[src/hdl/exs_pkg.sv]
// package of the exception status block: map, fields, types
// assumes one AHB-Lite master and one processor core beside it
package exs_pkg;

	// ***********************************
	// register indices, byte address = 4 x index
	// ***********************************
	localparam logic [31:0] EXS_HI_IDX = 32'h00ffe020;
	localparam logic [31:0] EXS_LO_IDX = 32'h00ffe021;
	localparam logic [31:0] EXS_LAST_IDX = 32'h00ffe023;
	localparam logic [31:0] EXS_PAIR_IDX = 32'h00ffe028;
	localparam logic [31:0] EXS_MASK_IDX = 32'h00ffe029;
	localparam logic [31:0] EXS_HI_ADDR = EXS_HI_IDX << 2;
	localparam logic [31:0] EXS_LO_ADDR = EXS_LO_IDX << 2;
	localparam logic [31:0] EXS_LAST_ADDR = EXS_LAST_IDX << 2;
	localparam logic [31:0] EXS_PAIR_ADDR = EXS_PAIR_IDX << 2;
	localparam logic [31:0] EXS_MASK_ADDR = EXS_MASK_IDX << 2;

	// ***********************************
	// field positions and reset values
	// ***********************************
	localparam int EXS_HI_LSB = 3;
	localparam int EXS_LO_MSB = 2;
	localparam int EXS_PAIR_HI_LSB = 11;
	localparam int EXS_VEC_MSB = 6;
	localparam int EXS_VEC_LSB = 2;
	localparam logic [7:0] EXS_FLAGS_RST = 8'h00;
	localparam logic [7:0] EXS_MASK_RST = 8'h00;
	localparam logic [7:0] EXS_LAST_RST = 8'h04;
	localparam logic [23:0] EXS_SYS_VECTOR = 24'h000008;

	// one bit per exception source, high byte sources first
	typedef struct packed {
		logic stack_overflow_flag;
		logic pc_overflow_flag;
		logic zero_divisor_flag;
		logic quotient_overflow_flag;
		logic bad_opcode_flag;
		logic watchdog_osc_fail_flag;
		logic main_osc_fail_flag;
		logic watchdog_exception_flag;
	} exs_flags_t;

	// serviced interrupt report from the core
	typedef struct packed {
		logic serviced;
		logic [23:0] vector;
	} exs_service_t;

	typedef enum logic [2:0] {
		SEL_NONE = 3'b000,
		SEL_HI = 3'b001,
		SEL_LO = 3'b010,
		SEL_LAST = 3'b011,
		SEL_PAIR = 3'b100,
		SEL_MASK = 3'b101
	} exs_sel_t;

endpackage

[src/hdl/exs_top.sv]
// exception status flags, last serviced vector, AHB-Lite slave
// assumes core event pulses synchronous to ref_clk_i
//
// Local design decision: the AHB-Lite interface to the registers.
`timescale 1ns/1ps
`default_nettype none

module exs_top
	import exs_pkg::*;
(
	input wire logic ref_clk_i, // 250 MHz system clock
	input wire logic resetn_i, // sync reset, active low
	input wire logic hsel_i, // slave select
	input wire logic [31:0] haddr_i, // byte address
	input wire logic [1:0] htrans_i, // transfer type
	input wire logic hwrite_i, // write when high
	input wire logic [2:0] hsize_i, // word only
	input wire logic [31:0] hwdata_i, // write data
	input wire logic hready_i, // bus ready in
	input wire exs_flags_t exc_event_i, // exception pulses
	input wire exs_service_t service_i, // serviced interrupt
	output logic [31:0] hrdata_o, // read data
	output logic hreadyout_o, // slave ready
	output logic hresp_o, // always okay
	output logic exc_req_o, // new exception pulse
	output logic [23:0] exc_vector_o, // shared vector
	output logic irq_o // unmasked flag pending
);

	// ***********************************
	// state
	// ***********************************
	exs_flags_t flags;
	exs_flags_t next_flags;
	logic [7:0] mask;
	logic [7:0] next_mask;
	logic [7:0] last;
	logic [7:0] next_last;
	exs_sel_t wr_sel;
	exs_sel_t next_wr_sel;
	logic [31:0] next_hrdata;
	logic next_exc_req;
	logic next_irq;
	logic [7:0] clr;
	logic [7:0] accept;
	logic addr_ok;
	exs_sel_t addr_sel;

	// ***********************************
	// address phase decode
	// ***********************************
	always_comb begin
		addr_ok = hsel_i && htrans_i[1] && hready_i;
		addr_sel = SEL_NONE;
		if (addr_ok) begin
			if (haddr_i == EXS_HI_ADDR) begin
				addr_sel = SEL_HI;
			end else if (haddr_i == EXS_LO_ADDR) begin
				addr_sel = SEL_LO;
			end else if (haddr_i == EXS_LAST_ADDR) begin
				addr_sel = SEL_LAST;
			end else if (haddr_i == EXS_PAIR_ADDR) begin
				addr_sel = SEL_PAIR;
			end else if (haddr_i == EXS_MASK_ADDR) begin
				addr_sel = SEL_MASK;
			end
		end
	end

	// ***********************************
	// flags, mask, last vector
	// ***********************************
	always_comb begin
		clr = 8'h00;
		next_mask = mask;
		next_last = last;
		// write lands in the data phase, hwdata valid now
		unique case (wr_sel)
			SEL_NONE: begin
			end
			SEL_HI: begin
				clr[7:EXS_HI_LSB] = hwdata_i[7:EXS_HI_LSB];
			end
			SEL_LO: begin
				clr[EXS_LO_MSB:0] = hwdata_i[EXS_LO_MSB:0];
			end
			SEL_PAIR: begin
				clr[7:EXS_HI_LSB] = hwdata_i[15:EXS_PAIR_HI_LSB];
				clr[EXS_LO_MSB:0] = hwdata_i[EXS_LO_MSB:0];
			end
			SEL_MASK: begin
				next_mask[7:EXS_HI_LSB] = hwdata_i[15:EXS_PAIR_HI_LSB];
				next_mask[EXS_LO_MSB:0] = hwdata_i[EXS_LO_MSB:0];
			end
			SEL_LAST: begin
				next_last[EXS_VEC_MSB:EXS_VEC_LSB] =
					hwdata_i[EXS_VEC_MSB:EXS_VEC_LSB];
			end
			default: begin
			end
		endcase
		// core report beats a software write in the same cycle
		if (service_i.serviced) begin
			next_last[EXS_VEC_MSB:EXS_VEC_LSB] =
				service_i.vector[EXS_VEC_MSB:EXS_VEC_LSB];
		end
		next_last[7] = 1'b0;
		next_last[1:0] = 2'b00;
		// a source already flagged raises nothing new
		accept = exc_event_i & ~flags;
		// set after clear so a same-cycle event survives
		next_flags = (flags & ~clr) | exc_event_i;
		// no global enable term: a pulse from any source not yet flagged always goes out
		next_exc_req = |accept;
		next_irq = |(next_flags & next_mask);
	end

	// bit mapping of each source, for the record:
	// high byte 7..3
	// low byte 2..0

	// ***********************************
	// read data, taken from next values
	// ***********************************
	// next values avoid a stale read right after a write
	always_comb begin
		next_hrdata = 32'h0000_0000;
		next_wr_sel = SEL_NONE;
		if (addr_ok && hwrite_i) begin
			next_wr_sel = addr_sel;
		end
		if (addr_ok && !hwrite_i) begin
			unique case (addr_sel)
				SEL_NONE: begin
				end
				SEL_HI: begin
					next_hrdata[7:EXS_HI_LSB] =
						next_flags[7:EXS_HI_LSB];
				end
				SEL_LO: begin
					next_hrdata[EXS_LO_MSB:0] =
						next_flags[EXS_LO_MSB:0];
				end
				SEL_PAIR: begin
					next_hrdata[15:EXS_PAIR_HI_LSB] =
						next_flags[7:EXS_HI_LSB];
					next_hrdata[EXS_LO_MSB:0] = next_flags[EXS_LO_MSB:0];
				end
				SEL_MASK: begin
					next_hrdata[15:EXS_PAIR_HI_LSB] = next_mask[7:EXS_HI_LSB];
					next_hrdata[EXS_LO_MSB:0] = next_mask[EXS_LO_MSB:0];
				end
				SEL_LAST: begin
					next_hrdata[7:0] = next_last;
				end
				default: begin
				end
			endcase
		end
	end

	// ***********************************
	// registers
	// ***********************************
	always_ff @(posedge ref_clk_i) begin
		if (!resetn_i) begin
			flags <= EXS_FLAGS_RST;
			mask <= EXS_MASK_RST;
			last <= EXS_LAST_RST;
			wr_sel <= SEL_NONE;
			hrdata_o <= 32'h0000_0000;
			hreadyout_o <= 1'b1;
			hresp_o <= 1'b0;
			exc_req_o <= 1'b0;
			exc_vector_o <= EXS_SYS_VECTOR;
			irq_o <= 1'b0;
		end else begin
			flags <= next_flags;
			mask <= next_mask;
			last <= next_last;
			wr_sel <= next_wr_sel;
			hrdata_o <= next_hrdata;
			hreadyout_o <= 1'b1;
			hresp_o <= 1'b0;
			exc_req_o <= next_exc_req;
			exc_vector_o <= EXS_SYS_VECTOR;
			irq_o <= next_irq;
		end
	end
endmodule

`default_nettype wire

[config.mk]
export PLATFORM = sky130hd
export DESIGN_NAME = exs_top
export DESIGN_NICKNAME = d
export VERILOG_FILES = /design/src/hdl/exs_pkg.sv /design/src/hdl/exs_top.sv
export SDC_FILE = /design/constraint.sdc
export NUM_CORES = 1
export LEC_CHECK = 0
export BUFFER_PORTS_ARGS = -buffer_cell sky130_fd_sc_hd__clkbuf_2
export CELL_PAD_IN_SITES_DETAIL_PLACEMENT = 0
export CELL_PAD_IN_SITES_GLOBAL_PLACEMENT = 1
export CORE_MARGIN = 2
export CORE_UTILIZATION = 27
export CTS_CLUSTER_SIZE = 10
export DETAILED_ROUTE_END_ITERATION = 16
export GPL_ROUTABILITY_DRIVEN = 0
export PLACE_DENSITY_LB_ADDON = 0.1
export SLEW_MARGIN = 10
export SYNTH_ARGS = -nofsm -noshare
export SYNTH_HDL_FRONTEND = slang
export SYNTH_SLANG_ARGS = --single-unit
[constraint.sdc]
create_clock -name ref_clk_i -period 2.4 [get_ports ref_clk_i]
set_input_delay 0.24 -clock ref_clk_i [delete_from_list [all_inputs] [get_ports ref_clk_i]]
set_output_delay 0.24 -clock ref_clk_i [all_outputs]
set_load 0.01 [all_outputs]
==> results of run 1 <==
-- worst min path at each step --
stage	from	endpoint	slack (ns)
after floorplan	resetn_i	last[2]$_SDFF_PN1_	0.30
after global placement	resetn_i	last[2]$_SDFF_PN1_	0.50
after detailed placement	resetn_i	last[2]$_SDFF_PN1_	0.48
after CTS	resetn_i	last[2]$_SDFF_PN1_	0.18
after global routing	resetn_i	last[2]$_SDFF_PN1_	0.20
final	resetn_i	last[2]$_SDFF_PN1_	0.19
-- state kept, by name, indices dropped and copies added (netlist names) --
| name | count |
|---|---|
| wr_sel | 3 |
| hrdata_o | 13 |
| last | 5 |
| mask | 8 |
| irq_o | 1 |
| exc_req_o | 1 |
| flags | 8 |
-- cells in the mapped netlist (all sizes together), types with 5 or more instances --
| cell type | count | area share [%] |
|---|---|---|
| mux2i | 18 | 8.4 |
| o22ai | 5 | 1.5 |
| a221oi | 5 | 2.0 |
| nor2 | 22 | 3.8 |
| and2 | 8 | 2.6 |
| nor4b | 6 | 3.0 |
| inv | 11 | 1.9 |
| dfxtp | 39 | 36 |
| nand2 | 10 | 1.7 |
| buf | 48 | 17 |
| and3 | 5 | 1.6 |
| nor4 | 6 | 2.4 |
-- routing by layer --
layer | wire length (µm) | global-route usage [%] | part of all wire [%]
met3 | 413 | 3.062 | 7.5
met2 | 2643 | 21.28 | 48
met4 | 42 | 2.941 | 0.77
met5 | 0 | 0 | 0
met1 | 2388 | 16.61 | 44
-- stage by stage --
stage                     worst slack, ns  total power, mW  hold WS (ns)  instances  utilization, %
after floorplan                    0.6308           0.8331        0.3019        282               -
after global placement             0.3546           0.8702        0.4991        426           33.23
after detailed placement           0.3610           0.8705        0.4834        426           33.23
after CTS                          0.4075            1.441        0.1848        434           34.75
after global routing               0.3278            1.495        0.2036        434           34.75
final                              0.4385            1.423        0.1866        434           34.75
-- cells in the final DEF, fill, tap and decap left out, types with 3 or more instances in the layout --
cell	n
nand2_1	10
dfxtp_1	39
o22ai_1	5
or3_1	3
buf_4	14
clkbuf_2	79
nor3b_1	3
mux2i_1	18
inv_1	11
and2_1	4
conb_1	45
nor2_1	22
and3_2	3
nand4_1	3
a21oi_1	4
clkbuf_8	6
o21ai_0	4
nor4b_1	4
nor3_1	4
nor4_1	5
o2bb2ai_1	4
a221oi_1	5
and2_2	4
-- report_power, final --
group,leakage (nW),switching (mW),internal (mW)
clock,0.0612,0.232,0.337
sequential,0.318,0.00513,0.662
combinational,0.993,0.110,0.0766
-- cells by family (layout without fill, tap and decap cells) --
group	Yosys count	after routing	share of synthesized area, %
AND/OR/NAND/NOR	81	81	22.82
buffers and inverters	63	113	19.57
flip-flops	39	39	36.24
AO/OA/AOI/OAI	33	33	11.32
multiplexers	19	19	8.885
other	2	45	0.3486
XOR/XNOR	2	2	0.8132
-- worst max-delay path: stages, from the launching register on --
cell,delay [ns]
dfxtp_1,0.49
nand3b_1,0.32
buf_4,0.27
mux2i_1,0.32
o22ai_1,0.14
o31a_1,0.31
-- cell type report --
cell class,count,area (µm²)
Multi-Input combinational cell,180,1114
Inverter,12,45.04
Timing Repair Buffer,93,500.5
Clock buffer,6,82.58
Fill cell,860,5042
Tap cell,102,127.6
Sequential cell,39,780.7
Clock inverter,2,35.03
==> metrics.md, run 1 <==
| Metric | Value |
|---|---|
| Post-CTS Setup Repair Bufs | `0` |
| Worst setup path endpoint | `irq_o$_SDFF_PN0_` |
| Fin. Hold Viols | `0` |
| CTS Buffer Depth | `2` |
| Area after DPL | `between 2000 and 3000 µm²` |
| Final period utilization | `81.73%` |
| Worst Setup Start Kind | `flip-flop` |
| Warnings from Yosys | `0` |
| Fin nets | `438` |
| Via count | `1861` |
| Core Region | `7727 µm²` |
| Reg2reg start | `wr_sel[0]$_SDFF_PN0_` |
| Die area | `between 8000 and 9000 µm²` |
| Initial DRC count | `51` |
| Post-synthesis cell type count | `46` |
| R2R Setup Slk | `between 0.4 and 0.5 ns` |
| RSZ-0062 raised after global routing | `no` |
| Minimum clock period | `1.961 ns` |
| 1st-pass router iterations | `4` |
| Crit path kind | `flip-flop to flip-flop` |
| Clock buffer count from CTS | `5` |
| # rows | `32` |
| Max-Cap Viols | `0` |
| Post-synth EDFFs | `0` |
| CTS Hold Bufs | `0` |
| I/O pins | `167` |
| Worst EP required | `2.58 ns` |
| Htree depth | `2` |
| Setup crit start | `wr_sel[0]$_SDFF_PN0_` |
| Worst-path fanout max | `7` |
| DIE HEIGHT | `between 90 and 100 µm` |
| Worst hold path depth | `2` |
| Root buf cell | `clkbuf_8` |
| Layout Cell Area excl Fill | `2685 µm²` |
| Die W | `~93 µm` |
| Initial antenna violation count | `0` |
| Sequential fraction of the synthesis area | `around 36%` |
| Vias in the first global route | `1780` |
| Post-cts resize count | `0` |
| Worst-margin pin slew | `~0.53 ns` |
| Leakage power | `1.372 nW` |
| Placed wire-length estimate | `4630 µm` |
| Largest net degree at the start of global routing | `18` |
| Endpoint kind of the worst setup timing path | `flip-flop` |
| Final setup violation count | `0` |
| Top FF cell, synth | `dfxtp_1` |
| Synthesized area | `between 2000 and 2500 µm²` |
| # DRC | `0` |
| Remaining antenna violation count | `0` |
| Post-synthesis area per instance | `9.015 µm²` |
| Wirelength per Cell | `around 13 µm` |
| Clk Latency, worst-skew pair | `roughly 0.29 ns` |
| Max Slew Vio Count | `0` |
| Setup Skew | `0.01105 ns` |
| IO buf count | `79` |
| Status | `finished, final reports clean` |
| Critical Path AT | `2.15 ns` |
| Initial Utilization | `27.88%` |
| CTS sink count | `39` |
| Post-Route WL | `5487 µm` |
| Power per cell area | `529.9 nW/µm²` |
| Final TNS setup | `0 ns` |
| Ys async rst share | `0%` |
| Worst reg2reg path depth | `5` |
| Max frequency | `about 500 MHz` |
| CTS tree | `done` |
| VDD IR-drop max | `218.9 µV` |
| GR Overflow Total | `0` |
| Max-slew headroom | `~64%` |
| Global-route wire length before repair | `8625 µm` |
| Worst min path class | `primary input to flip-flop` |
| Area grow syn2layout | `24.62%` |
| Antenna cells | `0` |
| Share of layout cells above drive strength 1 | `35.24%` |
| Yosys reg bits | `39` |
| Vias per cell | `roughly 4.3` |
| CTS clk-pin slew, worst paths | `roughly 0.08 ns` |
| Post-Syn Instances | `239` |
| GRT Total Usage | `12.75%` |
| Reg-to-Reg End | `irq_o$_SDFF_PN0_` |
Note: power is estimated with default switching activity, not from simulation.
==> inputs of run 2 (changes only) <==
clock period = 2 ns   (was 2.4 ns; I/O delays follow)
==> metrics.md, run 2 (same netlist as run 1, synthesis figures left out) <==
| Metric | Value |
|---|---|
| Status | `finished, final reports clean` |
| CTS Hold Bufs | `0 (unchanged)` |
| Worst min path class | `primary input to flip-flop` |
| Worst-path fanout max | `5 (-2)` |
| Hold Slack | `0.1617 ns (-0.02498 ns)` |
| DIE HEIGHT | `93.33 µm (unchanged)` |
| CTS tree | `done` |
| Initial antenna violation count | `0 (unchanged)` |
| Largest registers | `hrdata_o: 13 flops, flags: 8 flops, mask: 8 flops` |
| Endpoint kind of the worst setup timing path | `flip-flop` |
| Commonest non-fill, non-tap cell in the layout | `clkbuf_2` |
| Max-Cap Viols | `0 (unchanged)` |
| Core Region | `7727 µm² (unchanged)` |
| Max Slew Vio Count | `0 (unchanged)` |
| IO buf count | `79 (unchanged)` |
| Clock Power Share | `40.1% (about the same)` |
| Crit path kind | `flip-flop to flip-flop` |
| Largest net degree at the start of global routing | `18 (unchanged)` |
| RSZ-0062 raised after global routing | `no` |
| Max FFs per register | `13 (unchanged)` |
| Worst EP required | `2.19 ns (-0.39 ns)` |
| Final setup violation count | `0 (unchanged)` |
| Die W | `93.33 µm (unchanged)` |
| Global-route wire length before repair | `8362 µm (-3.0%)` |
| Post-CTS Setup Repair Bufs | `0 (unchanged)` |
| CTS clk-pin slew, worst paths | `0.08 ns (about the same)` |
| Fin nets | `448 (+2.3%)` |
| Largest Register | `hrdata_o` |
| Most frequent cells in the layout | `79 x clkbuf_2, 45 x conb_1, 39 x dfxtp_1` |
| Net Sw Frac | `24.86% (+0.42 points)` |
| Cell Int Power | `1.295 mW (+20%)` |
| VDD IR-drop max | `256.0 µV (+17%)` |
| Via count | `1877 (+0.86%)` |
| Root buf cell | `clkbuf_8` |
| Vias per cell | `4.227 (-1.4%)` |
| Leakage power | `1.416 nW (+3.2%)` |
| # DRC | `0 (unchanged)` |
| I/O pins | `167 (unchanged)` |
| 1st-pass router iterations | `6 (+2)` |
| GR Overflow Total | `0 (unchanged)` |
| Power per cell area | `623.6 nW/µm² (+18%)` |
| Setup Skew | `0.004107 ns (-0.006943 ns)` |
| Vias in the first global route | `1766 (-0.79%)` |
| GRT Total Usage | `12.69% (-0.059 points)` |
| CTS Buffer Depth | `2 (unchanged)` |
| Placed wire-length estimate | `4657 µm (+0.58%)` |
| CTS sink count | `39 (unchanged)` |
| Final period utilization | `91.91% (+10 points)` |
| Worst hold path depth | `2 (unchanged)` |
| Clk Latency, worst-skew pair | `0.30 ns (about the same)` |
| # rows | `32 (unchanged)` |
| Remaining antenna violation count | `0 (unchanged)` |
| Post-cts resize count | `0 (unchanged)` |
| Sw power | `0.4285 mW (+23%)` |
| Htree depth | `2 (unchanged)` |
| Clock buffer count from CTS | `5 (unchanged)` |
| Wirelength per Cell | `12.54 µm (-0.79%)` |
| Fin. Hold Viols | `0 (unchanged)` |
| Critical Path AT | `2.03 ns (-0.12 ns)` |
| Antenna cells | `0 (unchanged)` |
| Initial Utilization | `27.88% (unchanged)` |
| Minimum clock period | `1.838 ns (-0.1232 ns)` |
| Max frequency | `544.0 MHz (+6.7%)` |
| Initial DRC count | `29 (-43%)` |
| Share of layout cells above drive strength 1 | `37.43% (+2.2 points)` |
| Area grow syn2layout | `28.28%` |
| Final TNS setup | `0 ns (unchanged)` |
| Post-Route WL | `5569 µm (+1.5%)` |
| Worst reg2reg path depth | `5 (unchanged)` |
| Reg power frac | `46.4% (-0.5 points)` |
| Die area | `8710 µm² (unchanged)` |
| Worst Setup Start Kind | `flip-flop` |
| Combinational Power Share | `13.4% (+0.3 points)` |
[run 2: area by class of cell]
cell class | instances | area (µm²)
sequential | 39 | 780.7
inverter | 12 | 45.04
clock buffer | 6 | 82.58
fill | 829 | 4964
clock inverter | 2 | 35.03
tap | 102 | 127.6
timing repair buffer | 103 | 575.6
multi-input combinational | 180 | 1117
[run 2: critical path: stages, from the launching register on]
cell	delay, ns
dfxtp_1	0.42
nand3b_1	0.27
buf_4	0.20
mux2i_1	0.36
o22ai_1	0.15
o31a_1	0.32
[run 2: path summary, 6_finish.rpt]
path | slack (ns) | from | endpoint
setup / recovery | 0.16 | wr_sel[1]$_SDFF_PN0_ | irq_o$_SDFF_PN0_
hold / removal | 0.16 | resetn_i | last[2]$_SDFF_PN1_
setup reg to reg | 0.16 | wr_sel[1]$_SDFF_PN0_ | irq_o$_SDFF_PN0_
hold reg to reg | 0.53 | mask[1]$_SDFF_PN0_ | mask[1]$_SDFF_PN0_
[run 2: routing by layer]
| layer | GRT usage, % | vias to the layer above | share of wire (%) |
|---|---|---|---|
| met3 | 4.190 | 7 | 8.1 |
| met5 | 0 | - | 0 |
| met2 | 20.98 | 86 | 48 |
| li1 | - | 953 | - |
| met1 | 15.40 | 831 | 43 |
| met4 | 4.412 | 0 | 1.4 |
[run 2: metrics by stage]
step                      instances  area [µm²]  total power, mW  utilization (%)  worst slack (ns)
final                           444        2764            1.724            35.77            0.1618
after global routing            444        2764            1.797            35.77           0.05962
after CTS                       444        2760            1.743            35.72            0.1371
after detailed placement        436        2643            1.051            34.20            0.1295
after global placement          436        2643            1.051            34.20           0.08546
after floorplan                 282        2316           0.9997                -            0.2708
[run 2: power by group through the flow]
| stage | Combinational [mW] | Sequential [mW] | Clock (mW) |
|---|---|---|---|
| final | 0.232 | 0.800 | 0.692 |
| after global routing | 0.259 | 0.802 | 0.736 |
| after CTS | 0.233 | 0.800 | 0.710 |
| after detailed placement | 0.232 | 0.819 | 0 |
| after global placement | 0.233 | 0.818 | 0 |
| after floorplan | 0.182 | 0.818 | 0 |
==> inputs of run 3 (changes only) <==
ABC_AREA = 1   (was default)
==> metrics.md, run 3 <==
| Metric | Value |
|---|---|
| Top FF cell, synth | `dfxtp_1` |
| CTS Buffer Depth | `2 (unchanged)` |
| Synthesized area | `2504 µm² (+16%)` |
| Ys async rst share | `0% (unchanged)` |
| Hold Crit Start | `exc_event_i[5]` |
| Warnings from Yosys | `0 (unchanged)` |
| Fin nets | `565 (+26%)` |
| Max FFs per register | `13 (unchanged)` |
| Final setup violation count | `0 (unchanged)` |
| Setup Skew | `0.009823 ns (+0.005716 ns)` |
| Vias per cell | `3.981 (-5.8%)` |
| Worst min path class | `primary input to flip-flop` |
| Worst Setup Start Kind | `flip-flop` |
| Root buf cell | `clkbuf_8` |
| Area contributors post-synth | `dfxtp_1 31%, buf_4 13%, nand2_1 13%` |
| Reg2reg start | `wr_sel[2]$_SDFF_PN0_` |
| RSZ-0062 raised after global routing | `no` |
| Global-route wire length before repair | `10180 µm (+22%)` |
| Sequential fraction of the synthesis area | `31.18% (-5.1 points)` |
| VDD IR-drop max | `210.9 µV (-18%)` |
| Via count | `2269 (+21%)` |
| Routing usage on met1 | `17.32% (+1.9 points)` |
| Core Region | `9109 µm² (+18%)` |
| Max-Cap Viols | `0 (unchanged)` |
| Leakage power | `1.528 nW (+7.9%)` |
| Worst reg2reg path depth | `7 (+2)` |
| Post-synthesis area per instance | `6.623 µm² (-27%)` |
| Wirelength per Cell | `11.10 µm (-12%)` |
| IO buf count | `79 (unchanged)` |
| Power per cell area | `538.9 nW/µm² (-14%)` |
| Core Util, Final | `32.12% (-3.7 points)` |
| Area grow syn2layout | `16.84%` |
| Crit path kind | `flip-flop to flip-flop` |
| Final period utilization | `91.84% (about the same)` |
| Placed wire-length estimate | `5259 µm (+13%)` |
| Max frequency | `544.4 MHz (about the same)` |
| Share of layout cells above drive strength 1 | `27.02% (-10 points)` |
| Most frequent cells in the layout | `87 x nand2_1, 79 x clkbuf_2, 52 x inv_1` |
| Yosys top cell area share | `31.18% (-5.1 points)` |
| CTS sink count | `39 (unchanged)` |
| Largest area contributor in the netlist | `dfxtp_1` |
| Largest net degree at the start of global routing | `25 (+7)` |
| Post-cts resize count | `0 (unchanged)` |
| Commonest non-fill, non-tap cell in the layout | `nand2_1` |
| M2 GR Usage | `20.81% (-0.18 points)` |
| Largest Register | `hrdata_o` |
| Clock buffer count from CTS | `5 (unchanged)` |
| Die W | `100.3 µm (+7.5%)` |
| Initial DRC count | `73 (+150%)` |
| I/O pins | `167 (unchanged)` |
| Final worst setup slack | `0.1631 ns (+0.001362 ns)` |
| Die area | `10060 µm² (+15%)` |
| Post-Syn Instances | `378 (+58%)` |
| Htree depth | `2 (unchanged)` |
| R2R Setup Slk | `0.16 ns (about the same)` |
| Remaining antenna violation count | `0 (unchanged)` |
| Endpoint kind of the worst setup timing path | `flip-flop` |
| Post-Route WL | `6327 µm (+14%)` |
| Antenna cells | `0 (unchanged)` |
| Yosys reg bits | `39 (unchanged)` |
| GRT Total Usage | `12.82% (+0.13 points)` |
| Top cells by count, synth | `87 x nand2_1, 52 x inv_1, 45 x buf_4` |
| Worst EP required | `2.16 ns (-0.03 ns)` |
| 1st-pass router iterations | `4 (-2)` |
| WHS Endpoint | `flags[5]$_SDFF_PN0_` |
| Fin. Hold Viols | `0 (unchanged)` |
| Post-synthesis cell type count | `32 (-30%)` |
| Vias in the first global route | `2055 (+16%)` |
| Reg-to-Reg End | `irq_o$_SDFF_PN0_` |
| Minimum clock period | `1.837 ns (-0.001362 ns)` |
| GR Overflow Total | `0 (unchanged)` |
| Worst-path fanout max | `16 (+11)` |
| CTS Hold Bufs | `0 (unchanged)` |
| Critical Path AT | `2.00 ns (-0.03 ns)` |
| Met3 Use GR | `2.994% (-1.2 points)` |
| # rows | `35 (+9.4%)` |
| CTS clk-pin slew, worst paths | `0.09 ns (about the same)` |
| Max Slew Vio Count | `0 (unchanged)` |
| Final TNS setup | `0 ns (unchanged)` |
| Setup Slack @ Placement | `0.1836 ns (+0.05407 ns)` |
| Initial Utilization | `27.49% (-0.40 points)` |
| CTS tree | `done` |
| Largest registers | `hrdata_o: 13 flops, flags: 8 flops, mask: 8 flops` |
| Clk Latency, worst-skew pair | `0.30 ns (about the same)` |
| DIE HEIGHT | `100.3 µm (+7.5%)` |
| Global route hottest layer | `met2` |
| # DRC | `0 (unchanged)` |
| Initial antenna violation count | `0 (unchanged)` |
| Post-CTS Setup Repair Bufs | `0 (unchanged)` |
| Worst hold path depth | `3 (+1)` |
| Setup crit start | `wr_sel[2]$_SDFF_PN0_` |
| Status | `finished, final reports clean` |
| Post-synth EDFFs | `0 (unchanged)` |
| Most common cell in the netlist | `nand2_1` |
-- run 3: critical path: stages (launching register included) --
cell	delay [ns]
dfxtp_1	0.54
nand3_4	0.25
o21ai_0	0.39
inv_1	0.11
nand2_1	0.09
nand2_1	0.06
nor2_1	0.13
a31oi_1	0.13
-- run 3: power by group --
part	internal (mW)	switching (mW)	leakage, nW	total [mW]
combinational	0.0789	0.139	1.17	0.218
sequential	0.796	0.00780	0.318	0.803
clock	0.249	0.306	0.0443	0.555
total	1.12	0.453	1.53	1.58
-- run 3: cells by family (layout without fill, tap and decap cells) --
| group | after synthesis | after routing | synth area share, % |
|---|---|---|---|
| AOI/OAI and AO/OA | 42 | 42 | 9.395 |
| buffers and inverters | 111 | 149 | 24.09 |
| DFF | 39 | 39 | 31.18 |
| other | 2 | 45 | 0.3000 |
| and+or+nand+nor | 184 | 184 | 35.03 |
-- run 3: cell type report --
type / instances / area [µm²]
Inverter: 62 / 235.2
Tap cell: 111 / 138.9
Sequential cell: 39 / 780.7
Clock inverter: 3 / 25.02
Multi-Input combinational cell: 271 / 1281
Timing Repair Buffer: 79 / 395.4
Clock buffer: 5 / 68.82
Fill cell: 1036 / 6183
-- run 3: stage by stage --
stage	total power, mW	hold WS [ns]	std cells	cell area (µm²)
6_report	1.577	0.1699	570	2925
5_1_grt	1.673	0.1859	570	2925
4_1_cts	1.599	0.1695	570	2925
3_5_place_dp	1.039	0.4724	562	2831
3_3_place_gp	1.038	0.4662	562	2831
2_1_floorplan	1.009	0.3432	421	2665
-- run 3: how the worst max path moves through the flow --
stage                     slack [ns]  depth (start not counted)               end
after global routing            0.02                          7  irq_o$_SDFF_PN0_
after detailed placement        0.18                          7  irq_o$_SDFF_PN0_
after floorplan                 0.63                          6  irq_o$_SDFF_PN0_
after CTS                       0.17                          7  irq_o$_SDFF_PN0_
after global placement          0.20                          7  irq_o$_SDFF_PN0_
final                           0.16                          7  irq_o$_SDFF_PN0_
-- run 3: routing by layer --
layer / up-vias / share of wire [%]
met5: - / 0
met4: 0 / 1.1
met3: 7 / 5.1
met2: 68 / 46
met1: 958 / 47
li1: 1236 / -
